### config.mk
export PLATFORM = sky130hd
export DESIGN_NAME = ssp_top
export DESIGN_NICKNAME = d
export VERILOG_FILES = /design/src/logic/ssp_pkg.sv /design/src/logic/ssp_sync2.sv /design/src/logic/ssp_top.sv
export SDC_FILE = /design/constraint.sdc
export NUM_CORES = 1
export LEC_CHECK = 0
export BUFFER_PORTS_ARGS = -buffer_cell sky130_fd_sc_hd__buf_4
export CAP_MARGIN = 20
export CORE_MARGIN = 1
export CORE_UTILIZATION = 52
export DETAILED_ROUTE_END_ITERATION = 8
export PLACE_DENSITY = 0.76
export SLEW_MARGIN = 20
export SYNTH_ARGS = -nofsm -noshare
export SYNTH_HDL_FRONTEND = slang
export SYNTH_SLANG_ARGS = --single-unit
### constraint.sdc
create_clock -name sys_clk -period 2.7 [get_ports sys_clk]
set_input_delay 0.81 -clock sys_clk [delete_from_list [all_inputs] [get_ports sys_clk]]
set_output_delay 0.81 -clock sys_clk [all_outputs]
set_load 0.01 [all_outputs]
### src/logic/ssp_pkg.sv
// Function
// - Address mode slave checks first character
// - Match sets receive flag, enables data out
// - Address match can wake sleeping system
// - Mismatch ignores whole transaction until deselect
// - Nine-bit characters compare low eight bits
// - Without preload, old shift contents go first
// - Preload one character while select high
// - Later character waits in transmit holding
// - Preload bit set enables preload behaviour
// - Daisy chain shifts n characters per transaction
// - Same input and output pad loops back
// - Three interrupt sources, each can wake a master
// - Enable set and clear registers, one-bit writes
// - Request while flag and enable both set
// - One request line, flags name the source
// - Master keeping clock asleep keeps core running
// - Master otherwise stops after current transaction
// - Slave keeps only receive wake, else drops
// - Reset, enable, receiver bits write synchronised
// - Data address writes transmit, reads receive
// - Mode two slave, mode three master
package ssp_pkg;

  // ************************************************
  // Register offsets
  // ************************************************
  localparam logic [7:0] OFS_CTRL_A = 8'h00;
  localparam logic [7:0] OFS_CTRL_B = 8'h04;
  localparam logic [7:0] OFS_DEBUG = 8'h08;
  localparam logic [7:0] OFS_BAUD = 8'h0A;
  localparam logic [7:0] OFS_IEN_CLR = 8'h0C;
  localparam logic [7:0] OFS_IEN_SET = 8'h0D;
  localparam logic [7:0] OFS_FLAGS = 8'h0E;
  localparam logic [7:0] OFS_STATUS = 8'h10;
  localparam logic [7:0] OFS_ADDR = 8'h14;
  localparam logic [7:0] OFS_DATA = 8'h18;

  // ************************************************
  // Field positions and values
  // ************************************************
  localparam int CA_SOFT_RESET = 0;
  localparam int CA_ENABLE = 1;
  localparam int CA_MODE = 2;
  localparam int CA_KEEP = 7;
  localparam int CA_OUTPUT_PAD_SELECT = 16;
  localparam int CA_INPUT_PAD_SELECT = 20;
  localparam int CA_FRAME_FORMAT_SELECT = 24;
  localparam int CA_CPHA = 28;
  localparam int CA_CPOL = 29;
  localparam int CA_DORD = 30;
  localparam int CB_CHAR_SIZE = 0;
  localparam int CB_PRELOAD = 6;
  localparam int CB_HWSEL = 13;
  localparam int CB_RXON = 17;
  localparam int FL_DRE = 0;
  localparam int FL_TXC = 1;
  localparam int FL_RXC = 2;
  localparam int ST_OVF = 2;
  localparam int ST_SYNC = 15;
  localparam int AD_MASK = 16;
  localparam int DBG_HALT = 0;

  localparam logic [31:0] CTRL_A_WMASK = 32'h7F33_019C;
  localparam logic [31:0] CTRL_B_WMASK = 32'h0000_2047;
  localparam logic [31:0] ADDR_WMASK = 32'h00FF_00FF;

  localparam logic [2:0] MODE_SLAVE = 3'h2;
  localparam logic [2:0] MODE_MASTER = 3'h3;
  localparam logic [3:0] FRAME_FORMAT_SELECT_ADDR = 4'h2;
  localparam logic [2:0] CHAR_SIZE_9 = 3'h1;

  // Pad index per selector value, entry 0 in the low bits
  localparam logic [7:0] DO_PAD_LUT = 8'h38;
  localparam logic [7:0] SCK_PAD_LUT = 8'hDD;
  localparam logic [7:0] SS_PAD_LUT = 8'h66;

  // ************************************************
  // Reset values and timing
  // ************************************************
  localparam logic [8:0] SHIFT_RESET = 9'h000;
  localparam logic [31:0] REG_RESET = 32'h0000_0000;
  localparam int CLK_PERIOD_NS = 5;
  localparam int SYNC_TIME_NS = 15;
  localparam int SYNC_CYCLES =
    (SYNC_TIME_NS + CLK_PERIOD_NS - 1) / CLK_PERIOD_NS;
  localparam logic [1:0] SYNC_LOAD = 2'(SYNC_CYCLES);

  typedef enum logic [1:0] {XF_IDLE, XF_ADDR, XF_DATA, XF_IGNORE} ssp_xfer_t;
  typedef enum logic {M_IDLE, M_RUN} ssp_mst_t;

endpackage

### src/logic/ssp_sync2.sv
module ssp_sync2 #(
  parameter int WIDTH = 4
) (
  input wire logic sys_clk,
  input wire logic reset_n,
  input wire logic [WIDTH-1:0] async_in,
  output logic [WIDTH-1:0] sync_out
);

  logic [WIDTH-1:0] meta_reg;

  always_ff @(posedge sys_clk or negedge reset_n)
  begin
    if (!reset_n)
    begin
      meta_reg <= '0;
      sync_out <= '0;
    end
    else
    begin
      meta_reg <= async_in;
      sync_out <= meta_reg;
    end
  end

endmodule

### src/logic/ssp_top.sv
module ssp_top (
  input wire logic sys_clk,
  input wire logic reset_n,
  input wire logic [7:0] reg_addr,
  input wire logic [31:0] reg_wdata,
  input wire logic reg_wr,
  input wire logic reg_rd,
  output logic [31:0] reg_rdata,
  input wire logic [3:0] pad_in,
  output logic [3:0] pad_out,
  output logic [3:0] pad_oe,
  input wire logic sleep_req,
  input wire logic debug_halt,
  output logic irq,
  output logic wake_req,
  output logic core_clk_req
);

  // ************************************************
  // Registers and decode
  // ************************************************
  logic [31:0] ctrl_a_reg, ctrl_b_reg, addr_reg;
  logic [7:0] baud_reg;
  logic dbg_reg;
  logic [2:0] ien_reg;
  logic flag_txc_reg, overflow_reg;
  logic [8:0] tx_hold_reg, rx_hold_reg, shift_reg;
  logic tx_valid_reg, rx_valid_reg;
  logic enable_reg, rx_on_reg, pend_en_reg, pend_rxon_reg, pend_soft_reset_reg;
  logic [1:0] sync_cnt_reg;
  logic [3:0] pad_sync;
  ssp_pkg::ssp_xfer_t xfer_reg;
  ssp_pkg::ssp_mst_t mst_reg;
  logic [3:0] bit_cnt_reg;
  logic [4:0] edge_cnt_reg;
  logic [7:0] baud_cnt_reg;
  logic m_sck_reg, sck_prev_reg, preloaded_reg;

  logic wr_a, wr_b, wr_data, rd_data, sync_apply, soft_clr;
  logic [2:0] mode;
  logic is_slave, is_master, keep_running, cpol, cpha, dord, char9;
  logic preload_en, hw_sel, addr_mode;
  logic [1:0] do_pad, sck_pad, ss_pad, din_pad;
  logic ss_low, din, sck_now, sample_edge, sel_active, drop_rx;
  logic [3:0] nbits;
  logic char_done, addr_match, keep_char, rx_store, tx_take;
  logic preload_fire, master_load, m_tick, m_bound, do_bit, do_en;
  logic [8:0] shift_next, char_word;
  logic [2:0] flags;
  logic [3:0] pad_out_next, pad_oe_next;

  assign wr_a = reg_wr && reg_addr == ssp_pkg::OFS_CTRL_A;
  assign wr_b = reg_wr && reg_addr == ssp_pkg::OFS_CTRL_B;
  assign wr_data = reg_wr && reg_addr == ssp_pkg::OFS_DATA;
  assign rd_data = reg_rd && reg_addr == ssp_pkg::OFS_DATA;

  assign mode = ctrl_a_reg[ssp_pkg::CA_MODE +: 3];
  assign is_slave = enable_reg && mode == ssp_pkg::MODE_SLAVE;
  assign is_master = enable_reg && mode == ssp_pkg::MODE_MASTER;
  assign keep_running = ctrl_a_reg[ssp_pkg::CA_KEEP];
  assign cpol = ctrl_a_reg[ssp_pkg::CA_CPOL];
  assign cpha = ctrl_a_reg[ssp_pkg::CA_CPHA];
  assign dord = ctrl_a_reg[ssp_pkg::CA_DORD];
  assign char9 = ctrl_b_reg[ssp_pkg::CB_CHAR_SIZE +: 3] == ssp_pkg::CHAR_SIZE_9;
  assign preload_en = ctrl_b_reg[ssp_pkg::CB_PRELOAD];
  assign hw_sel = ctrl_b_reg[ssp_pkg::CB_HWSEL];
  assign addr_mode = is_slave &&
    ctrl_a_reg[ssp_pkg::CA_FRAME_FORMAT_SELECT +: 4] == ssp_pkg::FRAME_FORMAT_SELECT_ADDR;
  assign nbits = char9 ? 4'h9 : 4'h8;

  // ************************************************
  // Write synchronisation
  // ************************************************
  // Reset, enable and receiver bits take effect a few cycles late
  assign sync_apply = sync_cnt_reg == 2'h1;
  assign soft_clr = sync_apply && pend_soft_reset_reg;

  always_ff @(posedge sys_clk or negedge reset_n)
  begin
    if (!reset_n)
    begin
      sync_cnt_reg <= 2'h0;
      pend_en_reg <= 1'b0;
      pend_rxon_reg <= 1'b0;
      pend_soft_reset_reg <= 1'b0;
      enable_reg <= 1'b0;
      rx_on_reg <= 1'b0;
    end
    else
    begin
      if (wr_a || wr_b)
      begin
        sync_cnt_reg <= ssp_pkg::SYNC_LOAD;
        if (wr_a)
        begin
          pend_en_reg <= reg_wdata[ssp_pkg::CA_ENABLE];
          pend_soft_reset_reg <= reg_wdata[ssp_pkg::CA_SOFT_RESET];
        end
        if (wr_b)
          pend_rxon_reg <= reg_wdata[ssp_pkg::CB_RXON];
      end
      else if (sync_cnt_reg != 2'h0)
        sync_cnt_reg <= sync_cnt_reg - 2'h1;
      if (soft_clr && !(wr_a || wr_b))
      begin
        enable_reg <= 1'b0;
        rx_on_reg <= 1'b0;
        pend_en_reg <= 1'b0;
        pend_rxon_reg <= 1'b0;
        pend_soft_reset_reg <= 1'b0;
      end
      else if (sync_apply && !(wr_a || wr_b))
      begin
        enable_reg <= pend_en_reg;
        rx_on_reg <= pend_rxon_reg;
      end
    end
  end

  // ************************************************
  // Configuration registers
  // ************************************************
  // Enable-protected fields are frozen while the unit runs
  always_ff @(posedge sys_clk or negedge reset_n)
  begin
    if (!reset_n)
    begin
      ctrl_a_reg <= ssp_pkg::REG_RESET;
      ctrl_b_reg <= ssp_pkg::REG_RESET;
      addr_reg <= ssp_pkg::REG_RESET;
      baud_reg <= 8'h00;
      ien_reg <= 3'h0;
      dbg_reg <= 1'b0;
    end
    else
    begin
      if (reg_wr && reg_addr == ssp_pkg::OFS_DEBUG)
        dbg_reg <= reg_wdata[ssp_pkg::DBG_HALT];
      if (soft_clr)
      begin
        ctrl_a_reg <= ssp_pkg::REG_RESET;
        ctrl_b_reg <= ssp_pkg::REG_RESET;
        addr_reg <= ssp_pkg::REG_RESET;
        baud_reg <= 8'h00;
        ien_reg <= 3'h0;
      end
      else
      begin
        if (wr_a && !enable_reg)
          ctrl_a_reg <= reg_wdata & ssp_pkg::CTRL_A_WMASK;
        if (wr_b && !enable_reg)
          ctrl_b_reg <= reg_wdata & ssp_pkg::CTRL_B_WMASK;
        if (reg_wr && reg_addr == ssp_pkg::OFS_ADDR && !enable_reg)
          addr_reg <= reg_wdata & ssp_pkg::ADDR_WMASK;
        if (reg_wr && reg_addr == ssp_pkg::OFS_BAUD && !enable_reg)
          baud_reg <= reg_wdata[7:0];
        if (reg_wr && reg_addr == ssp_pkg::OFS_IEN_SET)
          ien_reg <= ien_reg | reg_wdata[2:0];
        else if (reg_wr && reg_addr == ssp_pkg::OFS_IEN_CLR)
          ien_reg <= ien_reg & ~reg_wdata[2:0];
      end
    end
  end

  // ************************************************
  // Pads and clock edges
  // ************************************************
  ssp_sync2 #(.WIDTH(4)) u_pad_sync (
    .sys_clk(sys_clk),
    .reset_n(reset_n),
    .async_in(pad_in),
    .sync_out(pad_sync)
  );

  assign do_pad =
    ssp_pkg::DO_PAD_LUT[{ctrl_a_reg[ssp_pkg::CA_OUTPUT_PAD_SELECT +: 2], 1'b0} +: 2];
  assign sck_pad =
    ssp_pkg::SCK_PAD_LUT[{ctrl_a_reg[ssp_pkg::CA_OUTPUT_PAD_SELECT +: 2], 1'b0} +: 2];
  assign ss_pad =
    ssp_pkg::SS_PAD_LUT[{ctrl_a_reg[ssp_pkg::CA_OUTPUT_PAD_SELECT +: 2], 1'b0} +: 2];
  assign din_pad = ctrl_a_reg[ssp_pkg::CA_INPUT_PAD_SELECT +: 2];
  // Receiver reads the pad itself, so a shared pad loops back
  assign din = pad_sync[din_pad];
  assign ss_low = !pad_sync[ss_pad];
  assign sck_now = is_master ? m_sck_reg : pad_sync[sck_pad];
  assign sample_edge = sck_now != sck_prev_reg && sck_now == !(cpol ^ cpha);
  assign sel_active = (is_slave && ss_low) || mst_reg == ssp_pkg::M_RUN;
  assign drop_rx = is_slave && sleep_req && !keep_running;

  always_ff @(posedge sys_clk or negedge reset_n)
  begin
    if (!reset_n)
      sck_prev_reg <= 1'b0;
    else
      sck_prev_reg <= sck_now;
  end

  // ************************************************
  // Transaction state and shift engine
  // ************************************************
  always_ff @(posedge sys_clk or negedge reset_n)
  begin
    if (!reset_n)
      xfer_reg <= ssp_pkg::XF_IDLE;
    else if (!sel_active)
      xfer_reg <= ssp_pkg::XF_IDLE;
    else if (drop_rx)
      xfer_reg <= ssp_pkg::XF_IGNORE;
    else
      unique case (xfer_reg)
        ssp_pkg::XF_IDLE:
          xfer_reg <= addr_mode ? ssp_pkg::XF_ADDR : ssp_pkg::XF_DATA;
        ssp_pkg::XF_ADDR:
          if (char_done)
            xfer_reg <= addr_match ? ssp_pkg::XF_DATA :
              ssp_pkg::XF_IGNORE;
        ssp_pkg::XF_DATA, ssp_pkg::XF_IGNORE:
          xfer_reg <= xfer_reg;
      endcase
  end

  assign shift_next = dord ?
    (char9 ? {din, shift_reg[8:1]} : {1'b0, din, shift_reg[7:1]}) :
    (char9 ? {shift_reg[7:0], din} : {1'b0, shift_reg[6:0], din});
  assign do_bit = dord ? shift_reg[0] : (char9 ? shift_reg[8] : shift_reg[7]);
  assign char_done = sample_edge && xfer_reg != ssp_pkg::XF_IDLE &&
    bit_cnt_reg == nbits - 4'h1;
  assign char_word = char9 ? shift_next : {1'b0, shift_next[7:0]};
  // Ninth bit never takes part; masked bits are dont-care
  assign addr_match = ((shift_next[7:0] ^ addr_reg[7:0]) &
    ~addr_reg[ssp_pkg::AD_MASK +: 8]) == 8'h00;
  assign keep_char = xfer_reg == ssp_pkg::XF_DATA ||
    (xfer_reg == ssp_pkg::XF_ADDR && addr_match);
  assign rx_store = char_done && keep_char && rx_on_reg;
  assign preload_fire = is_slave && preload_en && !ss_low &&
    tx_valid_reg && !preloaded_reg;
  // Master reloads at each character boundary while data is queued
  assign tx_take = preload_fire || master_load ||
    (m_tick && m_bound && tx_valid_reg) ||
    (char_done && keep_char && tx_valid_reg && is_slave);

  always_ff @(posedge sys_clk or negedge reset_n)
  begin
    if (!reset_n)
      bit_cnt_reg <= 4'h0;
    else if (xfer_reg == ssp_pkg::XF_IDLE || char_done)
      bit_cnt_reg <= 4'h0;
    else if (sample_edge)
      bit_cnt_reg <= bit_cnt_reg + 4'h1;
  end

  // Old contents leave first unless a character was preloaded
  always_ff @(posedge sys_clk or negedge reset_n)
  begin
    if (!reset_n)
      shift_reg <= ssp_pkg::SHIFT_RESET;
    else if (soft_clr)
      shift_reg <= ssp_pkg::SHIFT_RESET;
    else if (tx_take)
      shift_reg <= tx_hold_reg;
    else if (sample_edge && xfer_reg != ssp_pkg::XF_IDLE)
      shift_reg <= shift_next;
  end

  // One preload per idle period; a later write waits in holding
  always_ff @(posedge sys_clk or negedge reset_n)
  begin
    if (!reset_n)
      preloaded_reg <= 1'b0;
    else if (ss_low || !is_slave)
      preloaded_reg <= 1'b0;
    else if (preload_fire)
      preloaded_reg <= 1'b1;
  end

  // ************************************************
  // Master clock and select
  // ************************************************
  // Data in passes the pad synchroniser; keep the divider at 3 or more
  assign master_load = is_master && mst_reg == ssp_pkg::M_IDLE &&
    tx_valid_reg && !(sleep_req && !keep_running);
  assign m_tick = mst_reg == ssp_pkg::M_RUN && baud_cnt_reg == baud_reg &&
    !(dbg_reg && debug_halt);
  assign m_bound = edge_cnt_reg == {nbits, 1'b0};

  always_ff @(posedge sys_clk or negedge reset_n)
  begin
    if (!reset_n)
    begin
      mst_reg <= ssp_pkg::M_IDLE;
      m_sck_reg <= 1'b0;
      edge_cnt_reg <= 5'h00;
      baud_cnt_reg <= 8'h00;
    end
    else if (!is_master)
    begin
      mst_reg <= ssp_pkg::M_IDLE;
      m_sck_reg <= cpol;
      edge_cnt_reg <= 5'h00;
      baud_cnt_reg <= 8'h00;
    end
    else
      unique case (mst_reg)
        ssp_pkg::M_IDLE:
        begin
          m_sck_reg <= cpol;
          edge_cnt_reg <= 5'h00;
          baud_cnt_reg <= 8'h00;
          if (master_load)
            mst_reg <= ssp_pkg::M_RUN;
        end
        ssp_pkg::M_RUN:
        begin
          baud_cnt_reg <= m_tick ? 8'h00 : baud_cnt_reg + 8'h01;
          if (m_tick && m_bound)
          begin
            edge_cnt_reg <= 5'h00;
            // Stay selected while more characters are queued
            if (!tx_valid_reg)
              mst_reg <= ssp_pkg::M_IDLE;
          end
          else if (m_tick)
          begin
            m_sck_reg <= !m_sck_reg;
            edge_cnt_reg <= edge_cnt_reg + 5'h01;
          end
        end
      endcase
  end

  // ************************************************
  // Holding registers and flags
  // ************************************************
  always_ff @(posedge sys_clk or negedge reset_n)
  begin
    if (!reset_n)
    begin
      tx_hold_reg <= 9'h000;
      tx_valid_reg <= 1'b0;
    end
    else if (soft_clr)
      tx_valid_reg <= 1'b0;
    else if (wr_data)
    begin
      tx_hold_reg <= reg_wdata[8:0];
      tx_valid_reg <= 1'b1;
    end
    else if (tx_take || (m_tick && m_bound && tx_valid_reg))
      tx_valid_reg <= 1'b0;
  end

  always_ff @(posedge sys_clk or negedge reset_n)
  begin
    if (!reset_n)
    begin
      rx_hold_reg <= 9'h000;
      rx_valid_reg <= 1'b0;
      overflow_reg <= 1'b0;
    end
    else if (soft_clr)
    begin
      rx_valid_reg <= 1'b0;
      overflow_reg <= 1'b0;
    end
    else
    begin
      if (rx_store)
      begin
        rx_hold_reg <= char_word;
        rx_valid_reg <= 1'b1;
      end
      else if (rd_data)
        rx_valid_reg <= 1'b0;
      if (rx_store && rx_valid_reg && !rd_data)
        overflow_reg <= 1'b1;
      else if (!rx_on_reg || (reg_wr && reg_addr == ssp_pkg::OFS_STATUS &&
               reg_wdata[ssp_pkg::ST_OVF]))
        overflow_reg <= 1'b0;
    end
  end

  // Release after a kept transaction, or end of a master run
  always_ff @(posedge sys_clk or negedge reset_n)
  begin
    if (!reset_n)
      flag_txc_reg <= 1'b0;
    else if (soft_clr)
      flag_txc_reg <= 1'b0;
    else if (xfer_reg == ssp_pkg::XF_DATA && !sel_active)
      flag_txc_reg <= 1'b1;
    else if (reg_wr && reg_addr == ssp_pkg::OFS_FLAGS &&
             reg_wdata[ssp_pkg::FL_TXC])
      flag_txc_reg <= 1'b0;
  end

  assign flags = {rx_valid_reg, flag_txc_reg, !tx_valid_reg};

  always_ff @(posedge sys_clk or negedge reset_n)
  begin
    if (!reset_n)
    begin
      irq <= 1'b0;
      wake_req <= 1'b0;
    end
    else
    begin
      irq <= |(flags & ien_reg);
      wake_req <= sleep_req && (is_master ? |(flags & ien_reg) :
        keep_running && flags[ssp_pkg::FL_RXC] &&
        ien_reg[ssp_pkg::FL_RXC]);
    end
  end

  assign core_clk_req = !sleep_req || keep_running ||
    mst_reg == ssp_pkg::M_RUN;

  // ************************************************
  // Pad drive and read data
  // ************************************************
  assign do_en = xfer_reg == ssp_pkg::XF_DATA;

  always_comb
  begin
    for (int p = 0; p < 4; p++)
    begin
      pad_out_next[p] = 1'b0;
      pad_oe_next[p] = 1'b0;
      if (2'(p) == do_pad)
      begin
        pad_out_next[p] = do_bit;
        pad_oe_next[p] = do_en;
      end
      else if (is_master && 2'(p) == sck_pad)
      begin
        pad_out_next[p] = m_sck_reg;
        pad_oe_next[p] = 1'b1;
      end
      else if (is_master && hw_sel && 2'(p) == ss_pad)
      begin
        pad_out_next[p] = mst_reg != ssp_pkg::M_RUN;
        pad_oe_next[p] = 1'b1;
      end
    end
  end

  always_ff @(posedge sys_clk or negedge reset_n)
  begin
    if (!reset_n)
    begin
      pad_out <= 4'h0;
      pad_oe <= 4'h0;
      reg_rdata <= 32'h0000_0000;
    end
    else
    begin
      pad_out <= pad_out_next;
      pad_oe <= pad_oe_next;
      reg_rdata <= 32'h0000_0000;
      if (reg_rd)
        unique case (reg_addr)
          ssp_pkg::OFS_CTRL_A:
            reg_rdata <= ctrl_a_reg | {30'h0, pend_en_reg, pend_soft_reset_reg};
          ssp_pkg::OFS_CTRL_B:
            reg_rdata <= ctrl_b_reg | {14'h0, pend_rxon_reg, 17'h0};
          ssp_pkg::OFS_DEBUG: reg_rdata <= {31'h0, dbg_reg};
          ssp_pkg::OFS_BAUD: reg_rdata <= {24'h0, baud_reg};
          ssp_pkg::OFS_IEN_CLR, ssp_pkg::OFS_IEN_SET:
            reg_rdata <= {29'h0, ien_reg};
          ssp_pkg::OFS_FLAGS: reg_rdata <= {29'h0, flags};
          ssp_pkg::OFS_STATUS:
            reg_rdata <= {16'h0, sync_cnt_reg != 2'h0, 12'h0,
              overflow_reg, 2'h0};
          ssp_pkg::OFS_ADDR: reg_rdata <= addr_reg;
          ssp_pkg::OFS_DATA: reg_rdata <= {23'h0, rx_hold_reg};
          default: reg_rdata <= 32'h0000_0000;
        endcase
    end
  end
endmodule

==> results of run 1 <==
==> how the worst max path moves through the flow <==
| stage | startpoint | depth (start not counted) | endpoint | slack, ns |
|---|---|---|---|---|
| after floorplan | reg_addr[5] | 8 | ctrl_a_reg[16]$_DFFE_PN0P_ | 0.06 |
| after global placement | ctrl_a_reg[30]$_DFFE_PN0P_ | 8 | rx_hold_reg[3]$_DFFE_PN0P_ | -0.06 |
| after detailed placement | ctrl_a_reg[30]$_DFFE_PN0P_ | 8 | rx_hold_reg[3]$_DFFE_PN0P_ | -0.07 |
| after CTS | ctrl_a_reg[20]$_DFFE_PN0P_ | 7 | rx_hold_reg[6]$_DFFE_PN0P_ | 0.01 |
| after global routing | ctrl_a_reg[30]$_DFFE_PN0P_ | 8 | rx_hold_reg[6]$_DFFE_PN0P_ | -0.08 |
| final | ctrl_a_reg[30]$_DFFE_PN0P_ | 8 | rx_hold_reg[6]$_DFFE_PN0P_ | 0.02 |
==> where the power goes <==
part	switching (W)	internal, W
Sequential	0.0000902	0.00241
Clock	0.000940	0.00157
Combinational	0.000324	0.000265
Total	0.00135	0.00425
==> layer usage <==
layer	GRT usage, %	up-vias
met5	0	-
met4	9.954	0
met1	40.49	3045
li1	-	2753
met2	49.18	227
met3	6.720	38
==> critical path, stage by stage (launching register included) <==
cell	delay [ns]
sky130_fd_sc_hd__dfrtp_2	0.47
sky130_fd_sc_hd__mux2_4	0.35
sky130_fd_sc_hd__xnor2_1	0.25
sky130_fd_sc_hd__o22ai_2	0.19
sky130_fd_sc_hd__a211oi_4	0.29
sky130_fd_sc_hd__a31oi_2	0.15
sky130_fd_sc_hd__or4b_4	0.52
sky130_fd_sc_hd__buf_4	0.16
sky130_fd_sc_hd__o22a_1	0.19
==> final cells by class <==
| type | instances | area (sq um) |
|---|---|---|
| timing repair buffer | 131 | 1041 |
| clock buffer | 21 | 450.4 |
| sequential | 154 | 3855 |
| tap | 180 | 225.2 |
| multi-input combinational | 510 | 3323 |
| fill | 1066 | 4698 |
| clock inverter | 11 | 170.2 |
| inverter | 17 | 63.81 |
==> cell families (layout without fill, tap and decap cells) <==
logic type,count (synthesis),after routing,share of synthesized area (%)
and+or+nand+nor,265,265,17.56
DFF,154,154,52.40
AOI/OAI and AO/OA,134,134,11.55
muxes,76,76,11.28
buffers and inverters,55,180,3.300
xor gates and xnor gates,21,21,2.501
adders and majority gates,8,8,1.361
other,1,6,0.05099
==> repair_timing <==
action,in CTS,in global routing
buffers inserted,0,0
pin swaps,0,1
endpoints found under the setup margin,8,16
resized for setup,8,5
==> Yosys cell counts (2+ instances only) <==
cell type / instances
sky130_fd_sc_hd__a211oi_1: 4
sky130_fd_sc_hd__a21oi_1: 52
sky130_fd_sc_hd__a222oi_1: 5
sky130_fd_sc_hd__a22o_1: 4
sky130_fd_sc_hd__a22oi_1: 9
sky130_fd_sc_hd__a31oi_1: 4
sky130_fd_sc_hd__a32oi_1: 2
sky130_fd_sc_hd__and2_1: 8
sky130_fd_sc_hd__and3_1: 15
sky130_fd_sc_hd__and4b_1: 2
sky130_fd_sc_hd__buf_2: 5
sky130_fd_sc_hd__buf_4: 6
sky130_fd_sc_hd__clkbuf_1: 26
sky130_fd_sc_hd__dfrtp_1: 154
sky130_fd_sc_hd__ha_1: 8
sky130_fd_sc_hd__inv_1: 17
sky130_fd_sc_hd__mux2_2: 27
sky130_fd_sc_hd__mux2_4: 2
sky130_fd_sc_hd__mux2i_1: 45
sky130_fd_sc_hd__mux4_2: 2
sky130_fd_sc_hd__nand2_1: 76
sky130_fd_sc_hd__nand2b_1: 8
sky130_fd_sc_hd__nand3_1: 32
sky130_fd_sc_hd__nand3b_1: 3
sky130_fd_sc_hd__nand4_1: 2
sky130_fd_sc_hd__nand4b_1: 3
sky130_fd_sc_hd__nor2_1: 72
sky130_fd_sc_hd__nor2b_1: 13
sky130_fd_sc_hd__nor3_1: 10
sky130_fd_sc_hd__nor3b_1: 5
sky130_fd_sc_hd__nor4_1: 4
sky130_fd_sc_hd__nor4b_1: 3
sky130_fd_sc_hd__o211ai_1: 4
sky130_fd_sc_hd__o21ai_0: 24
sky130_fd_sc_hd__o22a_1: 7
sky130_fd_sc_hd__o22ai_1: 4
sky130_fd_sc_hd__o31ai_1: 3
sky130_fd_sc_hd__or3_1: 2
sky130_fd_sc_hd__xnor2_1: 13
sky130_fd_sc_hd__xor2_1: 8
==> stage by stage <==
stage / utilization (%) / cell area [sq um]
CTS: 65.93 / 9116
global placement: 61.17 / 8458
global route: 66.02 / 9129
detailed placement: 61.17 / 8458
floorplan: - / 7373
finish: 66.02 / 9129
==> impl_summary.txt, run 1 <==
----------------------------------------------------
[Outcome]
  Run status ... completed

[Logic synthesis]
  Area leader, netlist ... sky130_fd_sc_hd__dfrtp_1
  Gate count of the mapped netlist ... 714
  Count of flip-flops with a built-in enable after synthesis ... 0
  Yosys top cell area share ... 52.40%
  Share of synthesized area occupied by flip-flops and latches ... 52.40%
  Top area cells in the synthesized netlist ... sky130_fd_sc_hd__dfrtp_1 52%, sky130_fd_sc_hd__mux2i_1 6.1%, sky130_fd_sc_hd__mux2_2 4.1%
  Post-synthesis cell area ... 7355 sq um
  Share of synthesized registers carrying an async set or reset ... 100.0%
  Flip-flop and latch count after synthesis ... 154
  Count of synthesis-stage warnings from yosys ... 0
  Distinct cells, synth ... 61
  Most used flip-flop cell after synthesis ... sky130_fd_sc_hd__dfrtp_1
  Mean area per synthesized cell ... 10.30 sq um

[Die]
  Floorplan row count ... 43
  Vertical extent of the die ... roughly 120 um
  Initial standard-cell utilization of the core ... 53.19%
  # IOs ... 93
  Die boundary width ... 120.9 um
  Core region area ... 13830 sq um
  Die area ... ~15000 sq um

[Finish]
  Share of cells above drive strength 1 ... between 20% and 30%
  Ant diodes ... 0
  Number of flip-flops in the largest register ... 26
  Final std cells w/o fill ... 1024
  Most frequent cells in the layout ... 153 x sky130_fd_sc_hd__dfrtp_1, 125 x sky130_fd_sc_hd__buf_4, 76 x sky130_fd_sc_hd__nand2_1, 70 x sky130_fd_sc_hd__nor2_1, 52 x sky130_fd_sc_hd__a21oi_1
  Nets ... 889
  Commonest non-fill, non-tap cell in the layout ... sky130_fd_sc_hd__dfrtp_1
  Growth of design area from synthesis to finish ... 24.12%

[Timing]
  Normalized max-slew margin ... 54.11%
  Hold slack ... between 0.2 and 0.3 ns
  Hold violation total from the final report ... 0
  Max Fclk ... about 370 MHz
  Pin slew with the least headroom to its limit ... between 0.6 and 0.7 ns
  Number of max-slew violations in the final report ... 0
  Total setup violations reported at the end of the flow ... 0
  Min Tclk post-route ... approximately 2.7 ns
  Clock Skew ... between 0.008 and 0.009 ns
  Final worst setup slack ... 0.01655 ns
  Final critical-path share of the clock period ... 99.39%
  Total negative slack for setup checks ... 0 ns
  Unrepaired setup endpoints after global routing ... true

[Global route]
  Total routing resource utilization after global routing ... 30.36%
  Global-route wire length before repair ... approximately 33000 um
  Via count of the first global-routing pass ... 6016
  Pin count of the biggest net entering global routing ... 66
  Total overflow reported by the global router ... 0
  Antenna violations before repair ... 0

[Critical path]
  Highest net fanout along the worst path ... 7
  Kind of start point of the critical path ... flip-flop
  Kind of critical path ... flip-flop to flip-flop
  Endpoint required time on the critical path ... 3.01 ns
  Data arrival, critical path ... around 3.0 ns
  Cell depth of the worst flop-to-flop path ... 8
  Critical register-to-register path startpoint ... ctrl_a_reg[30]$_DFFE_PN0P_
  Capturing element type of the critical path ... flip-flop
  Destination of the worst register-to-register timing path ... rx_hold_reg[6]$_DFFE_PN0P_
  Slack of the worst reg-to-reg path ... 0.02 ns

[Clocking]
  Master cell of the clock root buffer ... sky130_fd_sc_hd__clkbuf_16
  Clk_lat worst skew ... 0.43 ns
  CTS buffer count ... 17
  Clock slew at reported path FFs ... ~0.070 ns
  TritonCTS clock tree ... yes
  CTS H-tree lvls ... 4
  Maximum count of clock buffers along a single path ... 2
  Number of hold buffers added after CTS ... 0
  Number of clock sinks seen by CTS ... around 150

[Route]
  Router iterations before antenna repair ... 5
  Wl on met1 ... 8856 um
  Final routed DRC violation total ... 0
  Wire length reported by the detailed router ... 20850 um
  Initial DRC Count ... 525
  Remaining antenna violation count ... 0
  Uppermost metal layer occupied by signal nets ... met4
  Detail Route met2 WL ... 10110 um
  Routed via count divided by cell count ... between 5 and 6
  Routed wire length per instance ... around 20 um
  Vias post-DR ... ~6000
  Met3 WL ... 1442 um

[Run]
  Max_cap viols ... 0

[Power]
  Static leakage ... 4.260 nW
  Max VDD drop ... 0.0004255 V
  Power Dens Cells ... 613.8 nW/um^2
  Overall Power ... 0.005603 W

[Min path]
  Min-delay worst type ... input port to asynchronous set/reset pin

[Place]
  Place WS ... -0.06891 ns
  Gpl congestion ... approximately 0.96
  Detailed placement HPWL ... 15130 um
  IO buf count ... slightly below 80
  Number of placed instances with taps included ... 992

----------------------------------------------------
Power figures use the tool's default switching activity.
==> run 2: changes to the inputs <==
- CORE_UTILIZATION: 52 -> 47
- PLACE_DENSITY: 0.76 -> 0.69
==> impl_summary.txt, run 2 (same netlist as run 1, synthesis figures left out) <==
----------------------------------------------------
[Global route]
  Antenna violations before repair ... 0 (unchanged)
  Pin count of the biggest net entering global routing ... 57 (was 66)
  Via count of the first global-routing pass ... 6009 (was 6016)
  Total overflow reported by the global router ... 0 (unchanged)
  Total routing resource utilization after global routing ... 26.86% (was 30.36%)
  GR Util met1 ... 35.97% (was 40.49%)
  Global-route wire length before repair ... 32320 um (was 32830 um)
  Met3 usage ... 5.737% (was 6.720%)
  Met2 capacity usage during global routing ... 41.34% (was 49.18%)
  Most used routing layer ... met2 (unchanged)

[Finish]
  Ant diodes ... 0 (unchanged)
  Share of the core filled with cells in the final layout ... 59.75% (was 66.02%)
  Most frequent cells in the layout ... 153 x sky130_fd_sc_hd__dfrtp_1, 129 x sky130_fd_sc_hd__buf_4, 76 x sky130_fd_sc_hd__nand2_1, 71 x sky130_fd_sc_hd__nor2_1, 52 x sky130_fd_sc_hd__a21oi_1 (was 153 x sky130_fd_sc_hd__dfrtp_1, 125 x sky130_fd_sc_hd__buf_4, 76 x sky130_fd_sc_hd__nand2_1, 70 x sky130_fd_sc_hd__nor2_1, 52 x sky130_fd_sc_hd__a21oi_1)
  Commonest non-fill, non-tap cell in the layout ... sky130_fd_sc_hd__dfrtp_1 (unchanged)
  Growth of design area from synthesis to finish ... 23.97% (was 24.12%)
  Number of flip-flops in the largest register ... 26 (unchanged)
  Share of cells above drive strength 1 ... 24.20% (was 24.41%)
  Nets ... 892 (was 889)

[Critical path]
  Category of cells accounting for the largest share of critical-path delay ... multiplexers (was compound AO/OA/AOI/OAI gates)
  Endpoint required time on the critical path ... 3.02 ns (was 3.01 ns)
  Ordered cell list for the critical path ... mux4_2, mux2_4, a211oi_4, a31oi_4, or4b_4, buf_6, o22a_1 (was mux2_4, xnor2_1, o22ai_2, a211oi_4, a31oi_2, or4b_4, buf_4, o22a_1)
  Kind of start point of the critical path ... flip-flop (unchanged)
  Cell depth of the worst flop-to-flop path ... 7 (was 8)
  Highest net fanout along the worst path ... 7 (unchanged)
  Kind of critical path ... flip-flop to flip-flop (unchanged)
  Sum of buffers and inverters on the critical path ... 1 (unchanged)
  Instance count on the critical path ... 7 (was 8)
  CP max stage delay ... 0.58 ns (was 0.52 ns)
  Capturing element type of the critical path ... flip-flop (unchanged)
  Worst-path cell with the longest stage delay ... sky130_fd_sc_hd__mux4_2 (was sky130_fd_sc_hd__or4b_4)
  Data arrival, critical path ... 3.11 ns (was 3.00 ns)

[Die]
  Die area ... 16150 sq um (was 14620 sq um)
  Floorplan row count ... 45 (was 43)
  Initial standard-cell utilization of the core ... 48.20% (was 53.19%)
  Core region area ... 15260 sq um (was 13830 sq um)
  Vertical extent of the die ... 127.1 um (was 120.9 um)
  # IOs ... 93 (unchanged)
  Die boundary width ... 127.1 um (was 120.9 um)

[Timing]
  Min Tclk post-route ... 2.793 ns (was 2.683 ns)
  Unrepaired setup endpoints after global routing ... true (unchanged)
  Max Fclk ... 358.0 MHz (was 372.7 MHz)
  Clock Skew ... 0.008423 ns (was 0.008963 ns)
  Hold violation total from the final report ... 0 (unchanged)
  Normalized max-slew margin ... 53.10% (was 54.11%)
  Hold slack ... 0.3511 ns (was 0.2744 ns)
  Pin slew with the least headroom to its limit ... 0.6938 ns (was 0.6788 ns)
  Final critical-path share of the clock period ... 103.4% (was 99.39%)
  Number of max-slew violations in the final report ... 0 (unchanged)
  Total setup violations reported at the end of the flow ... 9 (was 0)
  Final worst setup slack ... -0.09302 ns (was 0.01655 ns)

[Route]
  Final routed DRC violation total ... 0 (unchanged)
  Routed via count divided by cell count ... 5.598 (was 5.921)
  Initial DRC Count ... 446 (was 525)
  Remaining antenna violation count ... 0 (unchanged)
  Routed wire length per instance ... 19.16 um (was 20.36 um)
  Router iterations before antenna repair ... 6 (was 5)
  Wire length reported by the detailed router ... 20270 um (was 20850 um)
  Vias post-DR ... 5923 (was 6063)

[Place]
  Gpl congestion ... 0.8789 (was 0.9562)
  Detailed placement HPWL ... 15030 um (was 15130 um)
  IO buf count ... 79 (unchanged)

[Power]
  Max VDD drop ... 0.0004870 V (was 0.0004255 V)
  Static leakage ... 4.228 nW (was 4.260 nW)
  Power Dens Cells ... 586.4 nW/um^2 (was 613.8 nW/um^2)

[Clocking]
  Maximum count of clock buffers along a single path ... 2 (unchanged)
  Clock slew at reported path FFs ... 0.06 ns (was 0.07 ns)
  Number of clock sinks seen by CTS ... 154 (unchanged)
  Master cell of the clock root buffer ... sky130_fd_sc_hd__clkbuf_16 (unchanged)
  Clk_lat worst skew ... 0.43 ns (about the same)
  TritonCTS clock tree ... yes (unchanged)
  CTS H-tree lvls ... 4 (unchanged)
  CTS buffer count ... 17 (unchanged)

[Min path]
  Min-delay worst type ... input port to asynchronous set/reset pin (unchanged)

[Outcome]
  Failing checks ... negative setup slack
  Run status ... complete, but fails checks (was completed)

[Run]
  Max_cap viols ... 0 (unchanged)

----------------------------------------------------
==> run 2: changes by cell type in the layout (fill, tap and decap cells not counted), sizes merged <==
cell,change
clkinv,-4
clkinvlp,+4
buf,+3
clkbuf,+2
bufinv,-3
inv,+1
==> run 2: power by group <==
part           internal [W]  switching, W
logic              0.000269      0.000321
clock network       0.00132      0.000940
registers           0.00241     0.0000860
==> run 2: cell type report <==
type	instances	area, sq um
clock buffers	23	467.9
clock inverters	9	91.34
fillers	1290	6141
inverters	17	63.81
multi-input cells	510	3324
flip-flops and latches	154	3855
well taps	211	264.0
repair buffers	134	1051
==> run 2: worst paths after layout <==
check | start | slack, ns | to
min | reset_n | 0.35 | ctrl_a_reg[27]$_DFFE_PN0P_
max in group asynchronous | reset_n | 1.71 | ien_reg[2]$_DFFE_PN0P_
max reg2reg | ctrl_a_reg[20]$_DFFE_PN0P_ | -0.09 | rx_hold_reg[2]$_DFFE_PN0P_
min in group sys_clk | u_pad_sync.meta_reg[3]$_DFF_PN0_ | 0.35 | u_pad_sync.sync_out[3]$_DFF_PN0_
min reg2reg | u_pad_sync.meta_reg[3]$_DFF_PN0_ | 0.35 | u_pad_sync.sync_out[3]$_DFF_PN0_
max | ctrl_a_reg[20]$_DFFE_PN0P_ | -0.09 | rx_hold_reg[2]$_DFFE_PN0P_
==> run 2: timing repair <==
item,CTS,global route
setup buffers,1,1
gates resized for setup,7,3
setup endpoints to repair,10,17
pin swaps,4,6
hold buffers,0,0
==> run 2: per-layer routing <==
layer | vias to the layer above | wire length, um
li1 | 2752 | -
met1 | 2955 | 9062
met2 | 178 | 9420
met3 | 38 | 1122
met4 | 0 | 669
met5 | - | 0
==> run 2: per-stage QoR <==
step / worst slack [ns] / instances / cell area, sq um / TNS (ns) / power (W)
after floorplan: 0.05901 / 719 / 7373 / 0 / 0.002822
after global placement: -0.1240 / 1024 / 8492 / -0.8596 / 0.003096
after detailed placement: -0.1660 / 1024 / 8492 / -1.188 / 0.003116
after CTS: -0.1092 / 1057 / 9101 / -0.8540 / 0.005390
after global routing: -0.1282 / 1058 / 9117 / -1.017 / 0.005558
final: -0.09302 / 1058 / 9117 / -0.6617 / 0.005347
==> run 3: changes to the inputs <==
- BUFFER_PORTS_ARGS: -buffer_cell sky130_fd_sc_hd__buf_4 -> unset
- DONT_BUFFER_PORTS: unset -> 1
- PLACE_DENSITY: 0.69 -> unset
==> impl_summary.txt, run 3 (same netlist as run 1, synthesis figures left out) <==
----------------------------------------------------
[Global route]
  Pin count of the biggest net entering global routing ... 155 (was 57)
  Via count of the first global-routing pass ... 5630 (was 6009)
  Global-route wire length before repair ... 32350 um (was 32320 um)
  Total routing resource utilization after global routing ... 27.06% (was 26.86%)
  Total overflow reported by the global router ... 0 (unchanged)
  Antenna violations before repair ... 0 (unchanged)

[Clocking]
  Master cell of the clock root buffer ... sky130_fd_sc_hd__clkbuf_16 (unchanged)
  CTS H-tree lvls ... 4 (unchanged)
  Clk_lat worst skew ... 0.43 ns (about the same)
  Number of clock sinks seen by CTS ... 154 (unchanged)
  CTS buffer count ... 17 (unchanged)
  TritonCTS clock tree ... yes (unchanged)
  Clock slew at reported path FFs ... 0.06 ns (about the same)
  Maximum count of clock buffers along a single path ... 2 (unchanged)

[Timing]
  Hold violation total from the final report ... 0 (unchanged)
  Pin slew with the least headroom to its limit ... 0.6659 ns (was 0.6938 ns)
  Max Fclk ... 369.6 MHz (was 358.0 MHz)
  Number of max-slew violations in the final report ... 0 (unchanged)
  Unrepaired setup endpoints after global routing ... true (unchanged)
  Total negative slack for setup checks ... -0.005555 ns (was -0.6617 ns)
  Total setup violations reported at the end of the flow ... 1 (was 9)
  Final critical-path share of the clock period ... 100.2% (was 103.4%)
  Final worst setup slack ... -0.005555 ns (was -0.09302 ns)
  Hold slack ... 0.07237 ns (was 0.3511 ns)
  Clock Skew ... 0.007978 ns (was 0.008423 ns)
  Normalized max-slew margin ... 54.98% (was 53.10%)
  Min Tclk post-route ... 2.706 ns (was 2.793 ns)

[Die]
  Die area ... 16150 sq um (unchanged)
  Vertical extent of the die ... 127.1 um (unchanged)
  # IOs ... 93 (unchanged)
  Core region area ... 15260 sq um (unchanged)
  Die boundary width ... 127.1 um (unchanged)
  Initial standard-cell utilization of the core ... 48.20% (unchanged)
  Floorplan row count ... 45 (unchanged)

[Finish]
  Ant diodes ... 0 (unchanged)
  Most frequent cells in the layout ... 153 x sky130_fd_sc_hd__dfrtp_1, 76 x sky130_fd_sc_hd__nand2_1, 69 x sky130_fd_sc_hd__nor2_1, 51 x sky130_fd_sc_hd__a21oi_1, 48 x sky130_fd_sc_hd__buf_4 (was 153 x sky130_fd_sc_hd__dfrtp_1, 129 x sky130_fd_sc_hd__buf_4, 76 x sky130_fd_sc_hd__nand2_1, 71 x sky130_fd_sc_hd__nor2_1, 52 x sky130_fd_sc_hd__a21oi_1)
  Number of flip-flops in the largest register ... 26 (unchanged)
  Commonest non-fill, non-tap cell in the layout ... sky130_fd_sc_hd__dfrtp_1 (unchanged)
  Growth of design area from synthesis to finish ... 16.25% (was 23.97%)
  Share of cells above drive strength 1 ... 17.17% (was 24.20%)
  Final std cells w/o fill ... 974 (was 1058)
  Nets ... 808 (was 892)

[Place]
  Place WS ... -0.07223 ns (was -0.1660 ns)
  Detailed placement HPWL ... 14860 um (was 15030 um)
  Number of placed instances with taps included ... 940 (was 1024)
  Gpl congestion ... 0.9138 (was 0.8789)
  IO buf count ... 0 (was 79)

[Power]
  Static leakage ... 3.836 nW (was 4.228 nW)
  Max VDD drop ... 0.0004506 V (was 0.0004870 V)
  Power Dens Cells ... 640.6 nW/um^2 (was 586.4 nW/um^2)

[Critical path]
  Cell depth of the worst flop-to-flop path ... 7 (unchanged)
  Capturing element type of the critical path ... flip-flop (unchanged)
  Endpoint required time on the critical path ... 3.01 ns (was 3.02 ns)
  Highest net fanout along the worst path ... 7 (unchanged)
  Kind of critical path ... flip-flop to flip-flop (unchanged)
  Kind of start point of the critical path ... flip-flop (unchanged)
  Data arrival, critical path ... 3.02 ns (was 3.11 ns)

[Route]
  Vias post-DR ... 5646 (was 5923)
  Remaining antenna violation count ... 0 (unchanged)
  Initial DRC Count ... 441 (was 446)
  Routed wire length per instance ... 20.99 um (was 19.16 um)
  Routed via count divided by cell count ... 5.797 (was 5.598)
  Wire length reported by the detailed router ... 20440 um (was 20270 um)
  Final routed DRC violation total ... 0 (unchanged)
  Router iterations before antenna repair ... 5 (was 6)

[Outcome]
  Failing checks ... negative setup slack (unchanged)
  Run status ... complete, but fails checks (unchanged)

[Min path]
  Min-delay worst type ... input port to asynchronous set/reset pin (unchanged)

[Run]
  Max_cap viols ... 0 (unchanged)

----------------------------------------------------
run 3: cell type report:
| class | instances | area, sq um |
|---|---|---|
| Inverter | 17 | 63.81 |
| Fill cell | 1347 | 6709 |
| Sequential cell | 154 | 3855 |
| Multi-Input combinational cell | 510 | 3347 |
| Clock buffer | 20 | 466.7 |
| Clock inverter | 12 | 161.4 |
| Timing Repair Buffer | 50 | 391.6 |
| Tap cell | 211 | 264.0 |
run 3: worst paths after layout:
check,startpoint,end,slack [ns]
max in group asynchronous,reset_n,addr_reg[3]$_DFFE_PN0P_,2.39
min,reset_n,reg_rdata[26]$_DFF_PN0_,0.07
max reg2reg,ctrl_a_reg[20]$_DFFE_PN0P_,rx_hold_reg[4]$_DFFE_PN0P_,-0.006
min reg2reg,u_pad_sync.meta_reg[3]$_DFF_PN0_,u_pad_sync.sync_out[3]$_DFF_PN0_,0.35
max,ctrl_a_reg[20]$_DFFE_PN0P_,rx_hold_reg[4]$_DFFE_PN0P_,-0.006
min in group sys_clk,u_pad_sync.meta_reg[3]$_DFF_PN0_,u_pad_sync.sync_out[3]$_DFF_PN0_,0.35
run 3: timing repair:
| action | in CTS | in global routing |
|---|---|---|
| gates cloned | 0 | 0 |
| endpoints found under the setup margin | 8 | 19 |
| gates resized for setup | 9 | 12 |
| pin swaps | 4 | 7 |
| hold buffers | 0 | 0 |
| setup buffers | 1 | 1 |
run 3: report_power, final:
part / switching, W / total, W / internal [W]
combinational: 0.000226 / 0.000436 / 0.000211
sequential: 0.000103 / 0.00251 / 0.00241
clock: 0.000989 / 0.00253 / 0.00154
run 3: per-layer routing:
layer  vias to the layer above  GRT usage, %  wire (um)
met3                        39         6.365       1259
met1                      2824         35.64       8947
met2                       205         43.02       9615
met4                         0         11.41        618
met5                         -             0          0
li1                       2578             -          -
run 3: through the flow:
step / util [%] / cell area [sq um] / total power (W)
6_report: 56.03 / 8549 / 0.005477
5_1_grt: 56.03 / 8549 / 0.005667
4_1_cts: 55.78 / 8511 / 0.005509
3_5_place_dp: 51.33 / 7833 / 0.002972
3_3_place_gp: 51.33 / 7833 / 0.002954
2_1_floorplan: - / 7373 / 0.002822
run 3: worst max-delay path, cell delays in order, from the launching register on:
cell and delay, ns:
sky130_fd_sc_hd__dfrtp_1 0.37, sky130_fd_sc_hd__mux4_2 0.57, sky130_fd_sc_hd__mux2_4 0.32, sky130_fd_sc_hd__a211oi_4 0.32, sky130_fd_sc_hd__a31oi_4 0.14, sky130_fd_sc_hd__or4b_4 0.51, sky130_fd_sc_hd__buf_6 0.15, sky130_fd_sc_hd__o22a_1 0.20
